File: src/core/hsf_params.svh
// Constants of the hot-swap fault and status logic: offsets, fields,
// reset values and timing counts.
// Assumes a single 250 MHz clock; counts are derived from printed times.
// Contract
// - Latched mode keeps a faulted channel's gate off; otherwise autoretry.
// - Polarity select low gives active-low good; else open-drain active high.
// - All supplies low past glitch filter restarts qualify delay and startup.
// - Turn-on held low for unlatch time clears latched fault, restarts start.
// - Autoretry turns gate off, restarts after sixty-four startup intervals.
// - Good asserts only after successful turn-on and full fault-free startup.
// - Good deasserts when turn-on is low or channel is off for a fault.
// - Grouped modes: any channel fault turns all gates and goods off.
// - Independent mode: each channel follows only its own fault state.
// - One supply above lockout for qualify delay before any startup.
// - Default startup interval is used when the timing input is unset.
`ifndef HSF_PARAMS_SVH
`define HSF_PARAMS_SVH
`define HSF_CLK_MHZ 250
`define HSF_T_QUAL_US 37500
`define HSF_T_GLITCH_US 10
`define HSF_T_UNLATCH_US 100
`define HSF_T_START_US 9000
`define HSF_RETRY_MULT 64
`define HSF_QUAL_CYC (`HSF_T_QUAL_US * `HSF_CLK_MHZ)
`define HSF_GLITCH_CYC (`HSF_T_GLITCH_US * `HSF_CLK_MHZ)
`define HSF_UNLATCH_CYC (`HSF_T_UNLATCH_US * `HSF_CLK_MHZ)
`define HSF_START_CYC (`HSF_T_START_US * `HSF_CLK_MHZ)
`define HSF_OFS_CTRL 12'h000
`define HSF_OFS_STARTUP_INTERVAL 12'h004
`define HSF_OFS_STATUS 12'h008
`define HSF_CTRL_LATCH 0
`define HSF_CTRL_POLHI 1
`define HSF_CTRL_MODE_LO 2
`define HSF_CTRL_TIMDEF 4
`define HSF_CTRL_RST 32'h0000_0017
`define HSF_RESP_OKAY 2'h0
`define HSF_RESP_DECERR 2'h3
`endif

File: src/core/hsf_pkg.sv
// Types of the hot-swap fault and status logic.
// Assumes hsf_params.svh for the numeric constants.
package hsf_pkg;
  typedef enum logic [1:0] {
    HSF_INDEP = 2'h0,
    HSF_SEQ = 2'h1,
    HSF_TRACK = 2'h2
  } hsf_mode_e;
  typedef enum logic [4:0] {
    CH_OFF = 5'h01,
    CH_START = 5'h02,
    CH_ON = 5'h04,
    CH_LATCH = 5'h08,
    CH_RETRY = 5'h10
  } hsf_ch_e;
  typedef struct packed {
    logic awvalid;
    logic [11:0] awaddr;
    logic wvalid;
    logic [31:0] wdata;
    logic [3:0] wstrb;
    logic bready;
    logic arvalid;
    logic [11:0] araddr;
    logic rready;
  } hsf_axi_req_s;
  typedef struct packed {
    logic awready;
    logic wready;
    logic bvalid;
    logic [1:0] bresp;
    logic arready;
    logic rvalid;
    logic [31:0] rdata;
    logic [1:0] rresp;
  } hsf_axi_rsp_s;
  typedef struct packed {
    logic [3:0] supply_above_lockout;
    logic [3:0] supply_power_ready;
    logic [3:0] turn_on_above;
    logic [3:0] overcurrent;
  } hsf_pins_s;
  typedef struct packed {
    hsf_pins_s meta;
    hsf_pins_s sync;
  } hsf_sync_s;
endpackage : hsf_pkg

File: src/core/hsf_sync.sv
// Two-flop synchroniser for the analog comparator inputs.
// Assumes the inputs are asynchronous levels.
`timescale 1ns/1ns
`default_nettype none
module hsf_sync import hsf_pkg::*; (
  input wire logic aclk, // clock
  input wire logic aresetn, // synchronous reset, active low
  input wire hsf_pins_s pins_in, // raw comparator levels
  output hsf_pins_s pins_out // synchronised levels
);
  hsf_sync_s s;
  hsf_sync_s next_s;
  always_comb begin
    next_s.meta = pins_in;
    next_s.sync = s.meta;
  end
  always_ff @(posedge aclk) begin
    if (!aresetn) begin
      s <= '0;
    end else begin
      s <= next_s;
    end
  end
  assign pins_out = s.sync;
endmodule : hsf_sync
`default_nettype wire

File: src/core/hsf_top.sv
// Four-channel hot-swap fault management and status logic with an
// AXI4-Lite register slave.
// Assumes comparator levels arrive asynchronously from the analog front end.
//
// Register access over AXI4-Lite and the register addresses were left to the implementer.
`timescale 1ns/1ns
`default_nettype none
`include "hsf_params.svh"
module hsf_top import hsf_pkg::*; #(
  parameter logic [23:0] QUAL_CYC = 24'(`HSF_QUAL_CYC),
  parameter logic [23:0] GLITCH_CYC = 24'(`HSF_GLITCH_CYC),
  parameter logic [23:0] UNLATCH_CYC = 24'(`HSF_UNLATCH_CYC),
  parameter logic [23:0] START_CYC = 24'(`HSF_START_CYC)
) (
  input wire logic aclk, // clock, 250 MHz
  input wire logic aresetn, // synchronous reset, active low
  input wire hsf_axi_req_s axi_req, // AXI4-Lite master to slave
  output hsf_axi_rsp_s axi_rsp, // AXI4-Lite slave to master
  input wire hsf_pins_s pins, // comparator levels, asynchronous
  output logic [3:0] gate_enable, // pass-transistor gate drive on
  output logic [3:0] good_out, // channel-good pin level when driven
  output logic [3:0] good_oe_n // low while the good pin is pulled
);
  localparam logic [5:0] RETRY_LAST = 6'(`HSF_RETRY_MULT - 1);

  typedef struct packed {
    hsf_axi_rsp_s rsp;
    logic aw_got;
    logic w_got;
    logic [11:0] waddr;
    logic [31:0] wdata;
    logic [3:0] wstrb;
    logic [31:0] ctrl;
    logic [23:0] startup_interval;
    logic lockout_ok;
    logic [23:0] qual_cnt;
    logic [23:0] glitch_cnt;
    hsf_ch_e [3:0] ch;
    logic [3:0][23:0] cnt;
    logic [3:0][5:0] retry_cnt;
    logic [3:0] gate;
    logic [3:0] oe_n;
  } hsf_state_s;

  hsf_state_s s;
  hsf_state_s next_s;
  hsf_pins_s sp;

  hsf_sync u_sync (
    .aclk(aclk),
    .aresetn(aresetn),
    .pins_in(pins),
    .pins_out(sp)
  );

  function automatic logic [31:0] merge(input logic [31:0] old,
                                        input logic [31:0] data,
                                        input logic [3:0] strb);
    logic [31:0] r;
    r = old;
    for (int b = 0; b < 4; b++) begin
      if (strb[b]) begin
        r[b*8 +: 8] = data[b*8 +: 8];
      end
    end
    return r;
  endfunction : merge

  function automatic logic faulted(input hsf_ch_e st);
    return (st == CH_LATCH) || (st == CH_RETRY);
  endfunction : faulted

  logic latch_mode;
  logic pol_high;
  hsf_mode_e mode;
  logic [23:0] t_start;
  logic [3:0] good;
  logic [3:0] fault;
  logic any_fault;
  logic grouped;
  logic [3:0] cond;
  logic all_low;
  logic [31:0] status;

  always_comb begin
    latch_mode = s.ctrl[`HSF_CTRL_LATCH];
    pol_high = s.ctrl[`HSF_CTRL_POLHI];
    mode = hsf_mode_e'(s.ctrl[`HSF_CTRL_MODE_LO +: 2]);
    grouped = (mode != HSF_INDEP);
    // Default interval when the timing input is unset
    t_start = s.ctrl[`HSF_CTRL_TIMDEF] ? START_CYC : s.startup_interval;
    if (t_start == 24'h000000) begin
      t_start = 24'h000001;
    end
    for (int i = 0; i < 4; i++) begin
      good[i] = (s.ch[i] == CH_ON);
      fault[i] = faulted(s.ch[i]);
    end
    any_fault = |fault;
    all_low = ~|sp.supply_above_lockout;
    for (int i = 0; i < 4; i++) begin
      if (mode == HSF_INDEP) begin
        cond[i] = sp.supply_power_ready[i] & sp.turn_on_above[i];
      end else if (mode == HSF_TRACK) begin
        cond[i] = (&sp.supply_power_ready) & (&sp.turn_on_above);
      end else begin
        cond[i] = (&sp.supply_power_ready) & sp.turn_on_above[i];
      end
      cond[i] = cond[i] & s.lockout_ok;
    end
    status = {20'h00000, 3'h0, s.lockout_ok, fault, good};
  end

  always_comb begin
    next_s = s;
    // Write address and data are taken in either order
    if (axi_req.awvalid && s.rsp.awready) begin
      next_s.aw_got = 1'b1;
      next_s.waddr = axi_req.awaddr;
      next_s.rsp.awready = 1'b0;
    end
    if (axi_req.wvalid && s.rsp.wready) begin
      next_s.w_got = 1'b1;
      next_s.wdata = axi_req.wdata;
      next_s.wstrb = axi_req.wstrb;
      next_s.rsp.wready = 1'b0;
    end
    if (s.aw_got && s.w_got && !s.rsp.bvalid) begin
      next_s.aw_got = 1'b0;
      next_s.w_got = 1'b0;
      next_s.rsp.bvalid = 1'b1;
      next_s.rsp.bresp = `HSF_RESP_OKAY;
      if (s.waddr[11:2] == `HSF_OFS_CTRL >> 2) begin
        next_s.ctrl = merge(s.ctrl, s.wdata, s.wstrb) & 32'h0000_001F;
      end else if (s.waddr[11:2] == `HSF_OFS_STARTUP_INTERVAL >> 2) begin
        next_s.startup_interval = 24'(merge({8'h00, s.startup_interval}, s.wdata, s.wstrb));
      end else if (s.waddr[11:2] == `HSF_OFS_STATUS >> 2) begin
        next_s.rsp.bresp = `HSF_RESP_OKAY;
      end else begin
        next_s.rsp.bresp = `HSF_RESP_DECERR;
      end
    end
    if (s.rsp.bvalid && axi_req.bready) begin
      next_s.rsp.bvalid = 1'b0;
      next_s.rsp.awready = 1'b1;
      next_s.rsp.wready = 1'b1;
    end
    if (axi_req.arvalid && s.rsp.arready) begin
      next_s.rsp.arready = 1'b0;
      next_s.rsp.rvalid = 1'b1;
      next_s.rsp.rresp = `HSF_RESP_OKAY;
      if (axi_req.araddr[11:2] == `HSF_OFS_CTRL >> 2) begin
        next_s.rsp.rdata = s.ctrl;
      end else if (axi_req.araddr[11:2] == `HSF_OFS_STARTUP_INTERVAL >> 2) begin
        next_s.rsp.rdata = {8'h00, s.startup_interval};
      end else if (axi_req.araddr[11:2] == `HSF_OFS_STATUS >> 2) begin
        next_s.rsp.rdata = status;
      end else begin
        next_s.rsp.rdata = 32'h0000_0000;
        next_s.rsp.rresp = `HSF_RESP_DECERR;
      end
    end
    if (s.rsp.rvalid && axi_req.rready) begin
      next_s.rsp.rvalid = 1'b0;
      next_s.rsp.arready = 1'b1;
    end

    // Lockout qualification; brief dips while qualifying restart it
    if (all_low) begin
      next_s.qual_cnt = 24'h000000;
      if (s.glitch_cnt >= GLITCH_CYC - 24'h000001) begin
        next_s.lockout_ok = 1'b0;
      end else begin
        next_s.glitch_cnt = s.glitch_cnt + 24'h000001;
      end
    end else begin
      next_s.glitch_cnt = 24'h000000;
      if (!s.lockout_ok) begin
        if (s.qual_cnt >= QUAL_CYC - 24'h000001) begin
          next_s.lockout_ok = 1'b1;
        end else begin
          next_s.qual_cnt = s.qual_cnt + 24'h000001;
        end
      end
    end

    for (int i = 0; i < 4; i++) begin
      next_s.cnt[i] = s.cnt[i] + 24'h000001;
      case (s.ch[i])
        CH_OFF: begin
          next_s.cnt[i] = 24'h000000;
          if (cond[i] && !(grouped && any_fault)) begin
            next_s.ch[i] = CH_START;
          end
        end
        CH_START: begin
          // Overcurrent here is handled by the analog current limit
          if (!cond[i] || (grouped && any_fault)) begin
            next_s.ch[i] = CH_OFF;
          end else if (s.cnt[i] >= t_start - 24'h000001) begin
            next_s.ch[i] = CH_ON;
          end
        end
        CH_ON: begin
          next_s.cnt[i] = 24'h000000;
          next_s.retry_cnt[i] = 6'h00;
          if (sp.overcurrent[i]) begin
            next_s.ch[i] = latch_mode ? CH_LATCH : CH_RETRY;
          end else if (!cond[i] || (grouped && any_fault)) begin
            next_s.ch[i] = CH_OFF;
          end
        end
        CH_LATCH: begin
          if (sp.turn_on_above[i]) begin
            next_s.cnt[i] = 24'h000000;
          end else if (s.cnt[i] >= UNLATCH_CYC - 24'h000001) begin
            next_s.ch[i] = CH_OFF;
          end
        end
        CH_RETRY: begin
          if (s.cnt[i] >= t_start - 24'h000001) begin
            next_s.cnt[i] = 24'h000000;
            next_s.retry_cnt[i] = s.retry_cnt[i] + 6'h01;
            if (s.retry_cnt[i] == RETRY_LAST) begin
              next_s.ch[i] = CH_OFF;
            end
          end
        end
        default: begin
          next_s.ch[i] = CH_OFF;
        end
      endcase
    end

    for (int i = 0; i < 4; i++) begin
      next_s.gate[i] = (next_s.ch[i] == CH_START) || (next_s.ch[i] == CH_ON);
      // Pull the pin when asserted-low or when deasserted-high
      next_s.oe_n[i] = pol_high ? (next_s.ch[i] == CH_ON)
                                : (next_s.ch[i] != CH_ON);
    end
  end

  always_ff @(posedge aclk) begin
    if (!aresetn) begin
      s <= '0;
      s.rsp.awready <= 1'b1;
      s.rsp.wready <= 1'b1;
      s.rsp.arready <= 1'b1;
      s.ctrl <= `HSF_CTRL_RST;
      s.startup_interval <= 24'(`HSF_START_CYC);
      s.ch <= '{CH_OFF, CH_OFF, CH_OFF, CH_OFF};
      s.oe_n <= 4'hF;
    end else begin
      s <= next_s;
    end
  end

  assign axi_rsp = s.rsp;
  assign gate_enable = s.gate;
  assign good_out = 4'h0;
  assign good_oe_n = s.oe_n;
endmodule : hsf_top
`default_nettype wire
File: config.mk
export PLATFORM = sky130hd
export DESIGN_NAME = hsf_top
export DESIGN_NICKNAME = d
export VERILOG_FILES = /design/src/core/hsf_pkg.sv /design/src/core/hsf_sync.sv /design/src/core/hsf_top.sv
export VERILOG_INCLUDE_DIRS = /design/src /design/src/core
export SDC_FILE = /design/constraint.sdc
export NUM_CORES = 1
export LEC_CHECK = 0
export BUFFER_PORTS_ARGS = -buffer_cell sky130_fd_sc_hd__buf_2
export CORE_MARGIN = 8
export CORE_UTILIZATION = 46
export CTS_BUF_LIST = sky130_fd_sc_hd__clkbuf_16
export DETAILED_ROUTE_END_ITERATION = 10
export HOLD_SLACK_MARGIN = 0.05
export PLACE_DENSITY = 0.61
export SYNTH_ARGS = -nofsm -noshare
export SYNTH_HDL_FRONTEND = slang
export SYNTH_HIERARCHICAL = 1
export SYNTH_SLANG_ARGS = --single-unit
export TNS_END_PERCENT = 1
File: constraint.sdc
create_clock -name aclk -period 12.1 [get_ports aclk]
set_clock_uncertainty 0.15 [all_clocks]
set_input_delay 2.42 -clock aclk [delete_from_list [all_inputs] [get_ports aclk]]
set_output_delay 2.42 -clock aclk [all_outputs]
set_load 0.1 [all_outputs]
After elaboration in Yosys (flattened, before gate mapping)
Cells that the tools add are included.
{"block": "word_totals", "register_bits": 340, "output_inout_bits": 53, "wordCells": 277}
{"block": "classes", "addsub": 11, "n_lt_le_gt_ge": 10, "eq_ne": 45, "muxes": 90, "n_bitwise": 17, "reduce_logical": 62}
{"cell": "$mux 24", "n": 13}
{"cell": "$pmux 24 s3", "n": 4}
{"cell": "$mux 5", "n": 37}
{"cell": "$add 24x1->24 const B", "n": 6}
{"cell": "$pmux 5 s5", "n": 4}
{"cell": "$ge 24x15->1 const B", "n": 4}
{"cell": "$ge 24x24->1", "n": 4}
{"cell": "$mux 49", "n": 1}
{"cell": "$pmux 6 s2", "n": 4}
{"cell": "$eq 5x2->1 const B", "n": 8}
{"cell": "$eq 5x3->1 const B", "n": 8}
{"cell": "$mux 32", "n": 1}
{"cell": "$mux 25", "n": 1}
{"cell": "$add 6x1->6 const B", "n": 4}
{"cell": "$eq 6x6->1 const B", "n": 4}
{"cell": "$ge 24x12->1 const B", "n": 1}
{"cell": "$ge 24x24->1 const B", "n": 1}
{"cell": "$logic_not 24->1", "n": 1}
{"cell": "$mux 6", "n": 4}
{"cell": "$sub 24x1->24 const B", "n": 1}
{"cell": "$eq 10x1->1 const B", "n": 2}
{"cell": "$eq 10x2->1 const B", "n": 2}
{"cell": "$eq 5x1->1 const B", "n": 4}
{"cell": "$eq 5x4->1 const B", "n": 4}
{"cell": "other kinds (21)", "n": 112}

Longest topological paths before layout
{"block": "depth", "depth_word": 12, "mapped_depth": 25}

By module
The synthesis kept the hierarchy.
{"module": "hsf_top", "n_inst": 1, "cells_each": 1996, "area_per_inst_um2": 16096.7}
{"module": "hsf_sync", "n_inst": 1, "cells_each": 67, "area_per_inst_um2": 895.9}

Worst setup path after synthesis
Ideal clock, no wire load.
{"block": "synth_timing", "path_type": "reg-to-reg", "from": "register s[213] (netlist name)", "to": "register s[31] (netlist name)", "arrival_time_ns": 4.770, "required_time_ns": 11.880, "slack_ns": 7.110, "stages_incl_launch_ff": 22, "cell_sequence": "dfxtp_1 -> or4_1 -> clkbuf_1 -> nor3_2 -> nand4_1 -> nor2_1 -> nor2_1 -> ha_1 -> nor3b_2 -> nand4_1 -> nor3_1 -> xor2_1 -> nor2_1 -> ha_1 -> nand4_1 -> or4_1 -> a31oi_1 -> o211ai_1 -> a221oi_2 -> o21ai_1 -> or4_1 -> a21oi_1"}
{"block": "synth_between", "elab_chain_cells": 7}
{"item": "start, declared", "line_no": "hsf_top.sv:45", "text": "hsf_state_s s;"}
{"item": "start signal, assigned", "line_no": "hsf_top.sv:254", "text": "s <= next_s;"}
{"item": "$mux 24 *", "line_no": "hsf_top.sv:91", "text": "t_start = s.ctrl[`HSF_CTRL_TIMDEF] ? START_CYC : s.startup_interval;"}
{"item": "$logic_not 24->1", "line_no": "hsf_top.sv:92", "text": "if (t_start == 24'h000000) begin"}
{"item": "$mux 24 *", "line_no": "hsf_top.sv:92"}
{"item": "$sub 24x1->24 *", "line_no": "hsf_top.sv:221", "text": "if (s.cnt[i] >= t_start - 24'h000001) begin"}
{"item": "$ge 24x24->1 *", "line_no": "hsf_top.sv:221"}
{"item": "$ne 2x1->1 (no source line) *"}
{"item": "$reduce_and 2->1 (no source line) *"}
Every way passes the cells marked *; elsewhere a longest branch is shown, timed or not.
A chain may end at the register's enable or synchronous reset.

Worst setup path after layout
{"block": "layout_timing", "from": "register s[225] (netlist name)", "to": "register s[25] (netlist name)"}
The elaborated chain is that of the path after synthesis.

==> impl_metrics.tcl <==
set metrics [dict create \
    outcome "complete, no violations" \
    dr.pass1.iters 5 \
    synth_largest_area_cell "dfxtp_1" \
    clkTransAtPathRegs_ns 0.05 \
    tightestPinTransition_ns 1.24 \
    r2r_setup_slack_ns 5.08 \
    htree_levels 2 \
    p_leak_uw 0.00733 \
    coreArea_sq_um 36500 \
    final_core_util 0.511 \
    p_switching_uw 533 \
    cts_setup_buffers 0 \
    yosysWarnings 6 \
    drive_above_1_share 0.107 \
    diodes 0 \
    route.detailed.drc 0 \
    synth_area_leaders "dfxtp_1 (39%), ha_1 (7.3%), nand2_1 (5.7%)" \
    layout_commonest_cell "dfxtp_1" \
    grt_max_degree 80 \
    postLayoutCellArea_sq_um 18600 \
    fin_crit_sh 0.580 \
    period_needed_ns 7.02 \
    hold_depth 1 \
    cts_hold_buf 0 \
    seqPwrFrac 0.486 \
    holdWs_ns 0.295 \
    post_dp_cell_area_sq_um 17500 \
    grt_usage 0.193 \
    synth_flop_cell "dfxtp_1" \
    power_density_nw_per_um2 122 \
    grt_pass1_wl_um 70900 \
    syn_inst 2063 \
    grt_overflow_total 0 \
    cts_tree "done" \
    syn_area_sq_um 17000 \
    die_x_um 208 \
    reg2regPathDepth 22 \
    numClockSinks 328 \
    power_frac_comb 0.045 \
    drt-initial-drc-count 830 \
    vias 14400 \
    peakVddDrop_uv 91.8 \
    worstSkewPairLatency_ns 0.53 \
    setup_viol 0 \
    placed_cells 2522 \
    pin_count 136 \
    ctsLongestPathBuffers 3 \
    antenna_found_initial 0 \
    holdPathEnd "u_sync/pins_out[14]" \
    nNetsFinal 2276 \
    min_from "u_sync/next_s[14]" \
    fin_cells 2589 \
    final.setup.tns_ns 0 \
    grt_pass1_vias 14100 \
    row_count 70 \
    cp-end-kind "flop" \
    crit_fanout 18 \
    synth_top_area_frac 0.386 \
    hp-class "reg2reg" \
    rr_endpoint "s[25]" \
    finalWeightedCongestion 0.889 \
    cts_root_buf "clkbuf_16" \
    dp_hpwl_um 31000 \
    ys_async_sr_fraction 0 \
    reg2reg_from "s[225]" \
    vias_per_cell 5.58 \
    slew_headroom 0.166 \
    ant_nets 0 \
    ys_types 80 \
    start_kind "flop" \
    cp.arrival_ns 7.28 \
    dieHeight_um 208 \
    wl_per_cell_um 16.4 \
    power.internal_uw 1750 \
    port_buffers 110 \
    max_freq_ghz 0.142 \
    mostFrequentLayoutCells "dfxtp_1 (328), nand2_1 (259), nor2_1 (253), a21oi_1 (134), buf_2 (110)" \
    synth-edff-count 0 \
    cp.required_ns 12.36 \
    area_growth_pct 9.75 \
    start_util 0.465 \
    yosysSeqAreaShare 0.386 \
    wl_um 42500 \
    power_frac_clock 0.469 \
    criticalPathCategory "reg2reg" \
    cts_buffers 38 \
    sw_frac_of_total 0.234 \
    cts_resized 0 \
    drv_cap 0 \
    slew_viol_final 0 \
    ys_ff_latch 328 \
    rsz0062_at_grt "false" \
    hold_viol_final 0 \
    avgSynthCellArea_sq_um 8.24 \
    dieArea_sq_um 43300 \
]
[routing by layer]
layer,share of wire,GRT usage,vias to the layer above
met5,0,0,-
met4,0.029,0.0649,0
met3,0.051,0.0341,87
met2,0.46,0.322,333
met1,0.46,0.249,6779
li1,-,-,7243
[how the worst max path moves through the flow]
stage | start | to | slack, ns | cells after the start
2_1_floorplan | s[213] | s[31] | 7.11 | 21
4_1_cts | s[225] | s[91] | 5.08 | 22
3_3_place_gp | s[225] | s[103] | 5.22 | 22
5_1_grt | s[225] | s[91] | 4.49 | 22
6_report | s[225] | s[25] | 5.08 | 22
3_5_place_dp | s[225] | s[91] | 5.11 | 22
[power groups by stage]
stage / logic [uW] / registers [uW] / clock network [uW]
2_1_floorplan: 84.9 / 1130 / 0
3_3_place_gp: 102 / 1130 / 0
3_5_place_dp: 103 / 1130 / 0
4_1_cts: 103 / 1110 / 1100
5_1_grt: 112 / 1110 / 1140
6_report: 102 / 1110 / 1070
[worst max-delay path: stages (launching register included)]
cell     delay, ns
dfxtp_1       0.77
nor2_1        0.24
and4b_2       0.29
nand4_1       0.10
nor2_1        0.05
nor2_1        0.56
ha_1          0.34
nor3b_2       0.34
nand4_1       0.37
or2_2         0.44
nor2_1        0.13
xor2_1        0.16
nand2_1       0.21
ha_1          0.39
nand4_1       0.13
nor2_1        0.25
nand4_1       0.13
a21oi_1       0.16
a21oi_1       0.10
o31ai_1       0.51
nor2_1        0.31
nor4_1        0.37
mux2_2        0.37
[cells in the mapped netlist (35+ instances only)]
| master | instances |
|---|---|
| o21ai_0 | 64 |
| nand2_1 | 259 |
| and3_1 | 45 |
| dfxtp_1 | 328 |
| inv_1 | 35 |
| nor2_1 | 253 |
| xor2_1 | 68 |
| xnor2_1 | 70 |
| ha_1 | 99 |
| nand3_1 | 92 |
| clkbuf_1 | 73 |
| buf_4 | 53 |
| a21oi_1 | 134 |
| nor3_1 | 70 |
| nand4_1 | 43 |
[layout make-up]
cell class	count	area, sq um
Clock buffer	39	976
Clock inverter	28	173
Fill cell	3499	17900
Inverter	35	134
Multi-Input combinational cell	1576	9630
Sequential cell	328	6570
Tap cell	468	586
Timing Repair Buffer	115	588
[stage by stage]
step	worst slack [ns]	power, uW
floorplan	7.11	1210
global placement	5.22	1230
detailed placement	5.11	1230
CTS	5.08	2310
global route	4.49	2360
finish	5.08	2280
[cells by family (layout without fill, tap and decap cells)]
family,count (synthesis),count (layout),synth area share
DFF,328,328,0.386
and+or+nand+nor,952,952,0.272
other,1,12,0.000221
adders and majority gates,99,99,0.0729
buffers and inverters,170,217,0.0498
muxes,22,22,0.0131
AOI/OAI and AO/OA,350,350,0.130
xor gates and xnor gates,141,141,0.0754
[sequential cells by signal, indices dropped and copies added (netlist names)]
signal,count
good_oe_n,4
s,253
u_sync/pins_out,16
gate_enable,4
mode,2
latch_mode,1
u_sync/next_s,16
pol_high,1
axi_rsp,31
Note: power is estimated with default switching activity, not from simulation.
